File: src/logic/dtc_pkg.sv
// package: register map, field positions, modes and carriers of the dual timer/counter
package dtc_pkg;

	// register addresses on the special function register port
	localparam logic [7:0] DTC_ADDR_CTRL    = 8'h88;
	localparam logic [7:0] DTC_ADDR_MODE    = 8'h89;
	localparam logic [7:0] DTC_ADDR_T0_LO   = 8'h8a;
	localparam logic [7:0] DTC_ADDR_T1_LO   = 8'h8b;
	localparam logic [7:0] DTC_ADDR_T0_HI   = 8'h8c;
	localparam logic [7:0] DTC_ADDR_T1_HI   = 8'h8d;

	// control/status register bit positions
	localparam int DTC_T1_OVF_BIT  = 7;
	localparam int DTC_T1_RUN_BIT  = 6;
	localparam int DTC_T0_OVF_BIT  = 5;
	localparam int DTC_T0_RUN_BIT  = 4;
	localparam int DTC_X1_FLAG_BIT = 3;
	localparam int DTC_X1_TYPE_BIT = 2;
	localparam int DTC_X0_FLAG_BIT = 1;
	localparam int DTC_X0_TYPE_BIT = 0;

	// mode register bit positions (timer 0 in low nibble, timer 1 in high nibble)
	localparam int DTC_T1_GATE_BIT = 7;
	localparam int DTC_T1_CSEL_BIT = 6;
	localparam int DTC_T1_MODE_LSB = 4;
	localparam int DTC_T0_GATE_BIT = 3;
	localparam int DTC_T0_CSEL_BIT = 2;
	localparam int DTC_T0_MODE_LSB = 0;

	// reset values
	localparam logic [7:0] DTC_CTRL_RST   = 8'h00;
	localparam logic [7:0] DTC_MODE_RST   = 8'h00;
	localparam logic [7:0] DTC_COUNT_RST  = 8'h00;

	// timing: clocks per peripheral cycle, last divider count and mode 0 prescaler mask
	localparam int         DTC_CLK_PER_TICK = 6;
	localparam logic [2:0] DTC_TICK_LAST    = 3'(DTC_CLK_PER_TICK - 1);
	localparam logic [7:0] DTC_PRESC_MASK   = 8'h1f;
	localparam logic [7:0] DTC_BYTE_ONES    = 8'hff;

	typedef enum logic [1:0] {
		DTC_MODE_13BIT  = 2'b00,
		DTC_MODE_16BIT  = 2'b01,
		DTC_MODE_RELOAD = 2'b10,
		DTC_MODE_SPECIAL = 2'b11
	} dtc_mode_e;

	// one timer's count pair with its overflow indication
	typedef struct packed {
		logic [7:0] hi;
		logic [7:0] lo;
		logic       ovf;
	} dtc_cnt_s;

	// register access from the core
	typedef struct packed {
		logic [7:0] addr;
		logic       wr;
		logic       rd;
		logic [7:0] wdata;
	} dtc_sfr_s;

	// interrupt vectoring acknowledges from the interrupt controller
	typedef struct packed {
		logic t1_ovf;
		logic x1;
		logic t0_ovf;
		logic x0;
	} dtc_ack_s;

	// pins: count inputs and active-low gate/interrupt inputs
	typedef struct packed {
		logic t1_count_pin;
		logic t0_count_pin;
		logic ext_irq1_pin_n;
		logic ext_irq0_pin_n;
	} dtc_pins_s;

endpackage

File: src/logic/dtc_timer.sv
// module: two timer/counters with shared control/status and mode registers
//
// Behaviour
// RL1 - t0 mode 3 splits into two bytes
// RL2 - t0 low byte keeps t0 controls
// RL3 - t0 high byte: timer, t1 run, t1 flag
// RL4 - each half overflows after 256-load counts
// RL5 - t1 mode 3 holds its count
// RL6 - t1 config high nibble, control bits 7,6
// RL7 - run enables; with gate, pin also governs
// RL8 - t1 rollover sets flag, requests interrupt
// RL9 - mode 0: 5-bit prescaler into high byte
// RL10 - mode 1: cascaded 16-bit count
// RL11 - mode 2: low byte reloads from high
// RL12 - t1 flag set on overflow, cleared on vectoring
// RL13 - t0 flag set hw, cleared vectoring/software
// RL14 - run bits start and stop timers
// RL15 - edge flags set on pin, cleared on processing
// RL16 - type bit: low level or falling edge
// RL17 - software uses t1 sparingly in split mode
// RL18 - software stops timer before mode change
// RL19 - t1 overflow gives serial baud tick
// RL20 - mode codes 00,01,10,11
// RL21 - gated count only while pin high
// RL22 - timer counts once per peripheral cycle
// RL23 - counter counts high-then-low pin samples
// RL24 - count bytes readable, writable to preset
module dtc_timer
	import dtc_pkg::*;
(
	input  wire logic       clk,
	input  wire logic       rst_n,
	input  wire dtc_sfr_s   sfr,
	input  wire dtc_ack_s   irq_ack,
	input  wire dtc_pins_s  pins,
	output logic [7:0]      sfr_rdata,
	output logic            t0_irq,
	output logic            t1_irq,
	output logic            ext_irq0_req,
	output logic            ext_irq1_req,
	output logic            t1_baud_tick
);

	////////////////////////////////////////////////////////////////////////////////
	// state

	typedef struct packed {
		logic [2:0] presc;
		logic [3:0] sync1;
		logic [3:0] sync2;
		logic       t0_pin_smp;
		logic       t1_pin_smp;
		logic       x0_prev;
		logic       x1_prev;
		logic [7:0] ctrl;
		logic [7:0] mode;
		logic [7:0] t0_low_byte;
		logic [7:0] t0_high_byte;
		logic [7:0] t1_low_byte;
		logic [7:0] t1_high_byte;
		logic [7:0] rdata;
		logic       baud;
	} dtc_state_s;

	dtc_state_s st_r;
	dtc_state_s st_nxt;

	////////////////////////////////////////////////////////////////////////////////
	// one count step of a timer in modes 0..2; mode 3 holds

	function automatic dtc_cnt_s cnt_step(input dtc_mode_e m, input logic [7:0] hi,
		input logic [7:0] lo, input logic inc);
		dtc_cnt_s   r;
		logic [4:0] p;
		logic [8:0] l9;
		logic [8:0] h9;
		r  = '{hi: hi, lo: lo, ovf: 1'b0};
		p  = 5'(lo + 8'h01);
		l9 = {1'b0, lo} + 9'h001;
		h9 = {1'b0, hi} + 9'h001;
		if (inc) begin
			case (m)
				DTC_MODE_13BIT: begin
					r.lo = (lo & ~DTC_PRESC_MASK) | {3'b000, p};  // see RL9
					if ((lo & DTC_PRESC_MASK) == DTC_PRESC_MASK) begin
						r.hi  = h9[7:0];
						r.ovf = h9[8];
					end
				end
				DTC_MODE_16BIT: begin
					r.lo = l9[7:0];  // see RL10
					if (l9[8]) begin
						r.hi  = h9[7:0];
						r.ovf = h9[8];
					end
				end
				DTC_MODE_RELOAD: begin
					r.lo  = l9[8] ? hi : l9[7:0];  // see RL11
					r.ovf = l9[8];
				end
				default: begin
					r = '{hi: hi, lo: lo, ovf: 1'b0};  // see RL5
				end
			endcase
		end
		return r;
	endfunction

	////////////////////////////////////////////////////////////////////////////////
	// next state

	logic       tick;
	logic       x0_lvl;
	logic       x1_lvl;
	logic       t0_fall;
	logic       t1_fall;
	logic       t0_go;
	logic       t1_go;
	logic       th0_go;
	logic       t0_split;
	logic [8:0] th0_9;
	logic [8:0] tl0_9;
	dtc_mode_e  t0_mode;
	dtc_mode_e  t1_mode;
	dtc_cnt_s   t0_res;
	dtc_cnt_s   t1_res;
	logic       t0_ovf;
	logic       t1_flag_set;
	logic       x0_set;
	logic       x1_set;

	always_comb begin
		st_nxt = st_r;

		// peripheral cycle divider
		tick = (st_r.presc == DTC_TICK_LAST);  // see RL22
		st_nxt.presc = tick ? 3'b000 : 3'(st_r.presc + 3'b001);

		// two-flop pin synchronisers
		st_nxt.sync1 = pins;
		st_nxt.sync2 = st_r.sync1;
		x0_lvl = st_r.sync2[0];
		x1_lvl = st_r.sync2[1];

		// count pin sampled once per peripheral cycle
		t0_fall = 1'b0;
		t1_fall = 1'b0;
		if (tick) begin
			st_nxt.t0_pin_smp = st_r.sync2[2];
			st_nxt.t1_pin_smp = st_r.sync2[3];
			t0_fall = st_r.t0_pin_smp & ~st_r.sync2[2];  // see RL23
			t1_fall = st_r.t1_pin_smp & ~st_r.sync2[3];  // see RL23
		end

		t0_mode  = dtc_mode_e'(st_r.mode[DTC_T0_MODE_LSB +: 2]);  // see RL20
		t1_mode  = dtc_mode_e'(st_r.mode[DTC_T1_MODE_LSB +: 2]);  // see RL6
		t0_split = (t0_mode == DTC_MODE_SPECIAL);  // see RL1

		// enables: run bit, optional gating by the interrupt pin, selected source
		t0_go = st_r.ctrl[DTC_T0_RUN_BIT]  // see RL14
			& (~st_r.mode[DTC_T0_GATE_BIT] | x0_lvl)  // see RL7, RL21
			& (st_r.mode[DTC_T0_CSEL_BIT] ? t0_fall : tick);  // see RL2
		// in split mode timer 1 has no run bit of its own and runs unless held in mode 3 or gated off by its interrupt pin
		t1_go = (st_r.ctrl[DTC_T1_RUN_BIT] | t0_split)  // see RL14, RL17
			& (~st_r.mode[DTC_T1_GATE_BIT] | x1_lvl)  // see RL21
			& (st_r.mode[DTC_T1_CSEL_BIT] ? t1_fall : tick);
		th0_go = st_r.ctrl[DTC_T1_RUN_BIT] & tick;  // see RL3

		// timer 0
		t0_res = cnt_step(t0_mode, st_r.t0_high_byte, st_r.t0_low_byte, t0_go);
		tl0_9  = {1'b0, st_r.t0_low_byte} + 9'h001;
		th0_9  = {1'b0, st_r.t0_high_byte} + 9'h001;
		if (t0_split) begin
			st_nxt.t0_low_byte  = t0_go ? tl0_9[7:0] : st_r.t0_low_byte;  // see RL4
			st_nxt.t0_high_byte = th0_go ? th0_9[7:0] : st_r.t0_high_byte;  // see RL4
			t0_ovf      = t0_go & tl0_9[8];
			t1_flag_set = th0_go & th0_9[8];  // see RL3
		end else begin
			st_nxt.t0_low_byte  = t0_res.lo;
			st_nxt.t0_high_byte = t0_res.hi;
			t0_ovf      = t0_res.ovf;
			t1_flag_set = 1'b0;
		end

		// timer 1
		t1_res = cnt_step(t1_mode, st_r.t1_high_byte, st_r.t1_low_byte, t1_go);
		st_nxt.t1_low_byte  = t1_res.lo;
		st_nxt.t1_high_byte = t1_res.hi;
		st_nxt.baud = t1_res.ovf;  // see RL19
		if (!t0_split) begin
			t1_flag_set = t1_res.ovf;  // see RL8
		end

		// external interrupt detection
		x0_set = st_r.ctrl[DTC_X0_TYPE_BIT] ? (st_r.x0_prev & ~x0_lvl) : ~x0_lvl;  // see RL16
		x1_set = st_r.ctrl[DTC_X1_TYPE_BIT] ? (st_r.x1_prev & ~x1_lvl) : ~x1_lvl;  // see RL16
		st_nxt.x0_prev = x0_lvl;
		st_nxt.x1_prev = x1_lvl;

		// register writes: software presets and control; presets win over counting, hardware flag events win over writes
		if (sfr.wr) begin
			case (sfr.addr)
				DTC_ADDR_CTRL:  st_nxt.ctrl = sfr.wdata;
				DTC_ADDR_MODE:  st_nxt.mode = sfr.wdata;
				DTC_ADDR_T0_LO: st_nxt.t0_low_byte  = sfr.wdata;  // see RL24
				DTC_ADDR_T0_HI: st_nxt.t0_high_byte = sfr.wdata;  // see RL24
				DTC_ADDR_T1_LO: st_nxt.t1_low_byte  = sfr.wdata;  // see RL24
				DTC_ADDR_T1_HI: st_nxt.t1_high_byte = sfr.wdata;  // see RL24
				default: begin
				end
			endcase
		end

		// vectoring acknowledges clear flags
		if (irq_ack.t1_ovf) begin
			st_nxt.ctrl[DTC_T1_OVF_BIT] = 1'b0;  // see RL12
		end
		if (irq_ack.t0_ovf) begin
			st_nxt.ctrl[DTC_T0_OVF_BIT] = 1'b0;  // see RL13
		end
		if (irq_ack.x0 && st_r.ctrl[DTC_X0_TYPE_BIT]) begin
			st_nxt.ctrl[DTC_X0_FLAG_BIT] = 1'b0;  // see RL15
		end
		if (irq_ack.x1 && st_r.ctrl[DTC_X1_TYPE_BIT]) begin
			st_nxt.ctrl[DTC_X1_FLAG_BIT] = 1'b0;  // see RL15
		end

		// level mode flag follows the pin; edge mode flag is sticky
		if (!st_r.ctrl[DTC_X0_TYPE_BIT]) begin
			st_nxt.ctrl[DTC_X0_FLAG_BIT] = x0_set;  // see RL16
		end else if (x0_set) begin
			st_nxt.ctrl[DTC_X0_FLAG_BIT] = 1'b1;  // see RL15
		end
		if (!st_r.ctrl[DTC_X1_TYPE_BIT]) begin
			st_nxt.ctrl[DTC_X1_FLAG_BIT] = x1_set;
		end else if (x1_set) begin
			st_nxt.ctrl[DTC_X1_FLAG_BIT] = 1'b1;  // see RL15
		end
		if (t1_flag_set) begin
			st_nxt.ctrl[DTC_T1_OVF_BIT] = 1'b1;  // see RL12
		end
		if (t0_ovf) begin
			st_nxt.ctrl[DTC_T0_OVF_BIT] = 1'b1;  // see RL13
		end

		// registered read data
		if (sfr.rd) begin
			case (sfr.addr)
				DTC_ADDR_CTRL:  st_nxt.rdata = st_r.ctrl;
				DTC_ADDR_MODE:  st_nxt.rdata = st_r.mode;
				DTC_ADDR_T0_LO: st_nxt.rdata = st_r.t0_low_byte;  // see RL24
				DTC_ADDR_T0_HI: st_nxt.rdata = st_r.t0_high_byte;
				DTC_ADDR_T1_LO: st_nxt.rdata = st_r.t1_low_byte;
				DTC_ADDR_T1_HI: st_nxt.rdata = st_r.t1_high_byte;
				default:        st_nxt.rdata = 8'h00;
			endcase
		end
	end

	////////////////////////////////////////////////////////////////////////////////
	// registers

	always_ff @(posedge clk) begin
		if (!rst_n) begin
			st_r <= '{presc: 3'b000, sync1: 4'hf, sync2: 4'hf, t0_pin_smp: 1'b1,
				t1_pin_smp: 1'b1, x0_prev: 1'b1, x1_prev: 1'b1, ctrl: DTC_CTRL_RST,
				mode: DTC_MODE_RST, t0_low_byte: DTC_COUNT_RST,
				t0_high_byte: DTC_COUNT_RST, t1_low_byte: DTC_COUNT_RST,
				t1_high_byte: DTC_COUNT_RST, rdata: 8'h00, baud: 1'b0};
		end else begin
			st_r <= st_nxt;
		end
	end

	////////////////////////////////////////////////////////////////////////////////
	// outputs straight from flops

	assign sfr_rdata    = st_r.rdata;
	assign t0_irq       = st_r.ctrl[DTC_T0_OVF_BIT];
	assign t1_irq       = st_r.ctrl[DTC_T1_OVF_BIT];  // see RL8
	assign ext_irq0_req = st_r.ctrl[DTC_X0_FLAG_BIT];
	assign ext_irq1_req = st_r.ctrl[DTC_X1_FLAG_BIT];
	assign t1_baud_tick = st_r.baud;  // see RL19

endmodule

File: config.mk
export PLATFORM = sky130hd
export DESIGN_NAME = dtc_timer
export DESIGN_NICKNAME = d
export VERILOG_FILES = /design/src/logic/dtc_pkg.sv /design/src/logic/dtc_timer.sv
export SDC_FILE = /design/constraint.sdc
export NUM_CORES = 1
export LEC_CHECK = 0
export ABC_AREA = 1
export BUFFER_PORTS_ARGS = -buffer_cell sky130_fd_sc_hd__buf_2
export CAP_MARGIN = 25
export CORE_UTILIZATION = 60
export DETAILED_ROUTE_END_ITERATION = 12
export PLACE_DENSITY = 0.83
export SLEW_MARGIN = 10
export SYNTH_ARGS = -nofsm -noshare
export SYNTH_HDL_FRONTEND = slang
export SYNTH_SLANG_ARGS = --single-unit
File: constraint.sdc
create_clock -name clk -period 1.8 [get_ports clk]
set_input_delay 0.27 -clock clk [delete_from_list [all_inputs] [get_ports clk]]
set_output_delay 0.27 -clock clk [all_outputs]
set_load 0.01 [all_outputs]
## Yosys cells after proc, flatten, opt, wreduce, memory -nomap -nowiden

Cells that the tools add are included.

- Add/sub/neg operators: 7
- Reductions and logical operators: 15
- Bitwise logic cells: 23
- Muxes and demuxes: 45
- Eq/ne operators: 18

Operators by type and width:

| kind | count |
|---|---|
| $mux 8 | 14 |
| $pmux 9 s3 | 2 |
| $eq 8x8->1 const B | 6 |
| $mux 48 | 1 |
| $pmux 8 s6 | 1 |
| $add 8x1->9 const B | 4 |
| $mux 17 | 2 |
| $pmux 8 s2 | 2 |
| $mux 1 | 22 |
| $mux 16 | 1 |
| $or 8x5->8 | 2 |
| $reduce_and 2->1 | 6 |
| $reduce_bool 3->1 | 4 |
| $and 1x1->1 | 11 |
| $add 5x1->5 const B | 2 |
| $eq 5x5->1 const B | 2 |
| $ne 4x1->1 const B | 2 |
| $ne 4x2->1 const B | 2 |
| $not 1->1 | 7 |
| $eq 2x2->1 const B | 3 |
| $eq 2x1->1 const B | 2 |
| $logic_not 2->1 | 2 |
| $add 3x1->3 const B | 1 |
| $eq 3x3->1 const B | 1 |
| other kinds (3) | 6 |

- Output and inout bits: 13
- Bits in registers: 72
- Word-level logic and storage cells: 127
- Bits of input ports: 28

## Depth between registers and ports, before layout

- Word-level depth: 12
- Gate-level depth with buffers: 12
- Gate-level depth less buffers: 12

## Least setup slack after synthesis

No wires, ideal clock.

- Kind: reg2reg
- From: register st_r[33] in the netlist's numbering
- To: register st_r[25] in the netlist's numbering
- Stages on the path, launching flop included: 12
- Data arrival time: 1.441 ns
- Setup slack: 0.242 ns
- Cells stage by stage: dfxtp_1 ha_1 nand2_1 nor2_4 ha_1 nor2_1 a21oi_1 nand2_2 nand3_1 nand2_1 nor2_1 nor2_1

- Cells in the longest elaborated chain, start to end: 7

Ends and longest elaborated chain:

| element | line | RTL |
|---|---|---|
| start, declared | dtc_timer.sv:65 | `dtc_state_s st_r;` |
| start signal, assigned | dtc_timer.sv:265 | `st_r <= '{presc: 3'b000, sync1: 4'hf, sync2: 4'hf, t0_pin_smp: 1'b1,` |
| start signal, assigned | dtc_timer.sv:271 | `st_r <= st_nxt;` |
| $add 8x1->9 / $eq 5x5->1 (equally long branches) | dtc_timer.sv:79, dtc_timer.sv:85 |  |
| $mux 8, on equally long branches | dtc_timer.sv:92, dtc_timer.sv:85 |  |
| $pmux 8 s2 * | dtc_timer.sv:82 | `case (m)` |
| $mux 17 * | dtc_timer.sv:81 | `if (inc) begin` |
| $mux 16 * | dtc_timer.sv:173 | `if (t0_split) begin` |
| $mux 8 | dtc_timer.sv:202 | `case (sfr.addr)` |
| $mux 48 * | dtc_timer.sv:201 | `if (sfr.wr) begin` |

Mark *: on every way between the ends. The rest lies on a longest branch, timed or not. The select of a mux whose other input is x is not followed.
A chain may end at the register's enable or synchronous reset.

## Worst setup path after layout

- From: register st_r[17] in the netlist's numbering
- To: register st_r[15] in the netlist's numbering

- Cells in the longest elaborated chain, start to end: 6

Ends and longest elaborated chain:

| element | line |
|---|---|
| $add 8x1->9 / $eq 5x5->1 (equally long branches) | dtc_timer.sv:79, dtc_timer.sv:85 |
| $mux 8, on equally long branches | dtc_timer.sv:92, dtc_timer.sv:85 |
| $pmux 8 s2 * | dtc_timer.sv:82 |
| $mux 17 * | dtc_timer.sv:81 |
| $mux 8 | dtc_timer.sv:202 |
| $mux 48 * | dtc_timer.sv:201 |

Marks and branches as above.

==> impl_metrics.tcl <==
set metrics [dict create \
    outcome "finished clean" \
    power.density_cell_area_mw_per_mm2 609 \
    cts-htree-levels 3 \
    final-max-slew-violation-count 0 \
    ir_worst_vdd_uv 429 \
    synth_net_count 779 \
    final_cell_mix "164 x sky130_fd_sc_hd__nand2_1, 81 x sky130_fd_sc_hd__o21ai_0, 79 x sky130_fd_sc_hd__inv_1, 73 x sky130_fd_sc_hd__nor2_1, 67 x sky130_fd_sc_hd__dfxtp_1" \
    critPathCaptureType "register" \
    ys_async_rst_share 0 \
    path_common_cell "sky130_fd_sc_hd__nand2_2" \
    power.combinational.fraction 0.073 \
    arrival_ns 1.98 \
    primary_flip_flop_cell_chosen_by_synthesis_mapping "sky130_fd_sc_hd__dfxtp_1" \
    timing.final.crit_share 0.955 \
    placement_rows 32 \
    min_delay_path_depth 2 \
    chipHeight_um 90.8 \
    grt_pass1_vias 4791 \
    pwr-share-seq 0.500 \
    numPortBuffers 40 \
    postSynthRegisterBits 72 \
    fill_cell_total_of_the_finished_layout 670 \
    tritoncts "done" \
    post_synth.cell_area_avg_um2 6.37 \
    ctsRootBufferMaster "sky130_fd_sc_hd__clkbuf_8" \
    worst-endpoint-required_ns 2.06 \
    timing.reg2reg.worst_path_depth 11 \
    synth_cell_type_count 37 \
    die_area_mm2 0.00824 \
    initial_core_util 0.615 \
    post_drt_via_cell_ratio 5.80 \
    clockPowerShare 0.427 \
    hold_class "input pin to register" \
    remaining_drc_errors 0 \
    fin_worst_skew_ns 0.00808 \
    finalCriticalPeriod_ns 1.72 \
    cts_max_path_buffers 2 \
    initialDrtViolationCount 509 \
    maximum_number_of_pins_on_one_net_before_global_route_repair 27 \
    synth-edff-count 0 \
    wl_per_cell_um 15.9 \
    r2r_slack_ns 0.08 \
    grt_util_all_layers 0.359 \
    p_total_mw 3.30 \
    critical_path.max_stage_delay_ns 0.37 \
    first_pass_iters 5 \
    path_class "register to register" \
    cp-start-kind "register" \
    rsz_0062_raised_after_global_routing "true" \
    grt_first_pass_wirelength_um 23300 \
    antenna_found_initial 0 \
    place_congestion 0.985 \
    finalHoldViolCount 0 \
    cts_bufs_inserted 9 \
    routed_wirelength_um 14400 \
    post-dp-hpwl_um 10500 \
    cpMaxStageDelayCell "sky130_fd_sc_hd__dfxtp_2" \
    achievable-frequency_mhz 582 \
    synth_seq_area_share 0.305 \
    synth-compound-area-share 0.191 \
    cts.sinks 72 \
    coreArea_mm2 0.00769 \
    design_area_mm2 0.00541 \
    diodes 0 \
    num_vias 5234 \
    worst_pin_slew_ns 0.507 \
    design.portCount 41 \
    final_net_count 832 \
    synthSimpleGateAreaFrac 0.374 \
    cp_cell_sequence "ha_2 > nand2_2 > nor2_4 > buf_4 > nand2_2 > nand2_2 > nand4_1 > nand2_1 > nand3_1 > nand2_1 > inv_1" \
    post_route_cells_drive_above_1_share 0.197 \
    yosys.area_share.xor_xnor 0.00555 \
    path_max_fanout 5 \
    combinational_family_with_the_most_area_after_synthesis "simple AND/OR/NAND/NOR gates" \
    clkLatencyLatePin_ns 0.36 \
    ys_warn_count 0 \
    mux_contribution_to_synthesized_area 0 \
    cell_area_reported_after_detailed_placement_mm2 0.00508 \
    sw_frac_of_total 0.253 \
    synthAdderAreaFrac 0.0212 \
    power.switching_mw 0.833 \
    maxSlewHeadroom 0.661 \
    report.final.setup_viol 0 \
    die_width_um 90.8 \
    max_cap_violations 0 \
    netlist_instances 743 \
    worst_setup_hold_path_clk_slew_ns 0.08 \
    syn_to_final_growth_pct 14.4 \
    syn_area_mm2 0.00473 \
    final_antenna_violating_net_count 0 \
    cellLeakagePower_nw 2.34 \
    grt.overflow.total 0 \
    p_int_mw 2.46 \
    commonest_non_fill_non_tap_cell_in_the_layout "sky130_fd_sc_hd__nand2_1" \
    cts.hold.buffers_added 0 \
]
-- power by group through the flow --
stage          sequential, mW  clock [mW]  combinational [mW]
5_1_grt                  1.65        1.49               0.267
6_report                 1.65        1.41               0.241
3_3_place_gp             1.68           0               0.226
2_1_floorplan            1.68           0               0.147
4_1_cts                  1.65        1.40               0.235
3_5_place_dp             1.68           0               0.234
-- state kept, by name, summed over array words and instances (netlist names) --
signal / count
st_r: 53
sfr_rdata: 8
st_nxt: 6
ext_irq0_req: 1
ext_irq1_req: 1
t0_irq: 1
t1_baud_tick: 1
t1_irq: 1
-- path summary, 6_finish.rpt --
path,startpoint,to
max reg2reg,st_r[17],st_r[15]
max,st_r[17],st_r[15]
min,pins[3],st_nxt[64]
min reg2reg,st_nxt[63],st_r[63]
-- worst max-delay path: cells and delay by family (launching register included) --
kind,cells,cell delay [ns]
simple gates,8,0.86
flops,1,0.37
fa+ha+maj,1,0.20
buf+inv,2,0.19
-- cells by family after synthesis --
group,after synthesis
XOR/XNOR,3
adder cells (fa/ha/maj),8
flip-flops,72
AO/OA/AOI/OAI,172
AND/OR/NAND/NOR,372
buffers and inverters,116
-- metrics by stage --
stage                     std cells  TNS [ns]  utilization  setup WS, ns  hold WS, ns
after detailed placement        883         0        0.661        0.0203        0.400
after global placement          883         0        0.661         0.139        0.393
after global routing            903    -0.117        0.704       -0.0405       0.0918
after floorplan                 743         0            -         0.242        0.377
after CTS                       899         0        0.689       0.00410       0.0932
final                           903         0        0.704        0.0818       0.0936
-- synth_stat cells (5+ instances only) --
library cell	n	area, um^2
sky130_fd_sc_hd__nor2_1	75	282
sky130_fd_sc_hd__inv_2	11	41.3
sky130_fd_sc_hd__buf_4	10	75.1
sky130_fd_sc_hd__a21oi_1	65	325
sky130_fd_sc_hd__nand3_1	58	290
sky130_fd_sc_hd__o21ai_0	82	410
sky130_fd_sc_hd__o211ai_1	5	37.5
sky130_fd_sc_hd__nand2_4	5	56.3
sky130_fd_sc_hd__nand2_2	14	87.6
sky130_fd_sc_hd__nand2_1	167	627
sky130_fd_sc_hd__clkbuf_1	9	33.8
sky130_fd_sc_hd__nand4_1	13	81.3
sky130_fd_sc_hd__dfxtp_1	72	1440
sky130_fd_sc_hd__nor2_4	8	90.1
sky130_fd_sc_hd__ha_1	8	100
sky130_fd_sc_hd__or2_2	9	56.3
sky130_fd_sc_hd__o21ai_1	8	40.0
sky130_fd_sc_hd__nor3_1	5	25.0
sky130_fd_sc_hd__inv_1	79	297
-- metal layers --
metal  routed length (um)  global-route usage  share of wire
met5                    0                   0              0
met4                  449               0.173          0.031
met3                 1500              0.0623           0.10
met2                 6320               0.539           0.44
met1                 6090               0.496           0.42
-- what timing repair did --
item                       4_1_cts  5_1_grt
setup buffers                    0        4
setup endpoints to repair        0       24
gates resized for setup          0       25
-- cell type report --
| cell class | count | area, um^2 | area share |
|---|---|---|---|
| Multi-Input combinational cell | 555 | 2850 | 0.527 |
| Timing Repair Buffer | 67 | 427 | 0.0788 |
| Tap cell | 102 | 128 | 0.0236 |
| Clock inverter | 4 | 51.3 | 0.00948 |
| Inverter | 91 | 344 | 0.0636 |
| Clock buffer | 12 | 165 | 0.0305 |
| Sequential cell | 72 | 1450 | 0.267 |
No activity file was read; power rests on OpenSTA's default activity.
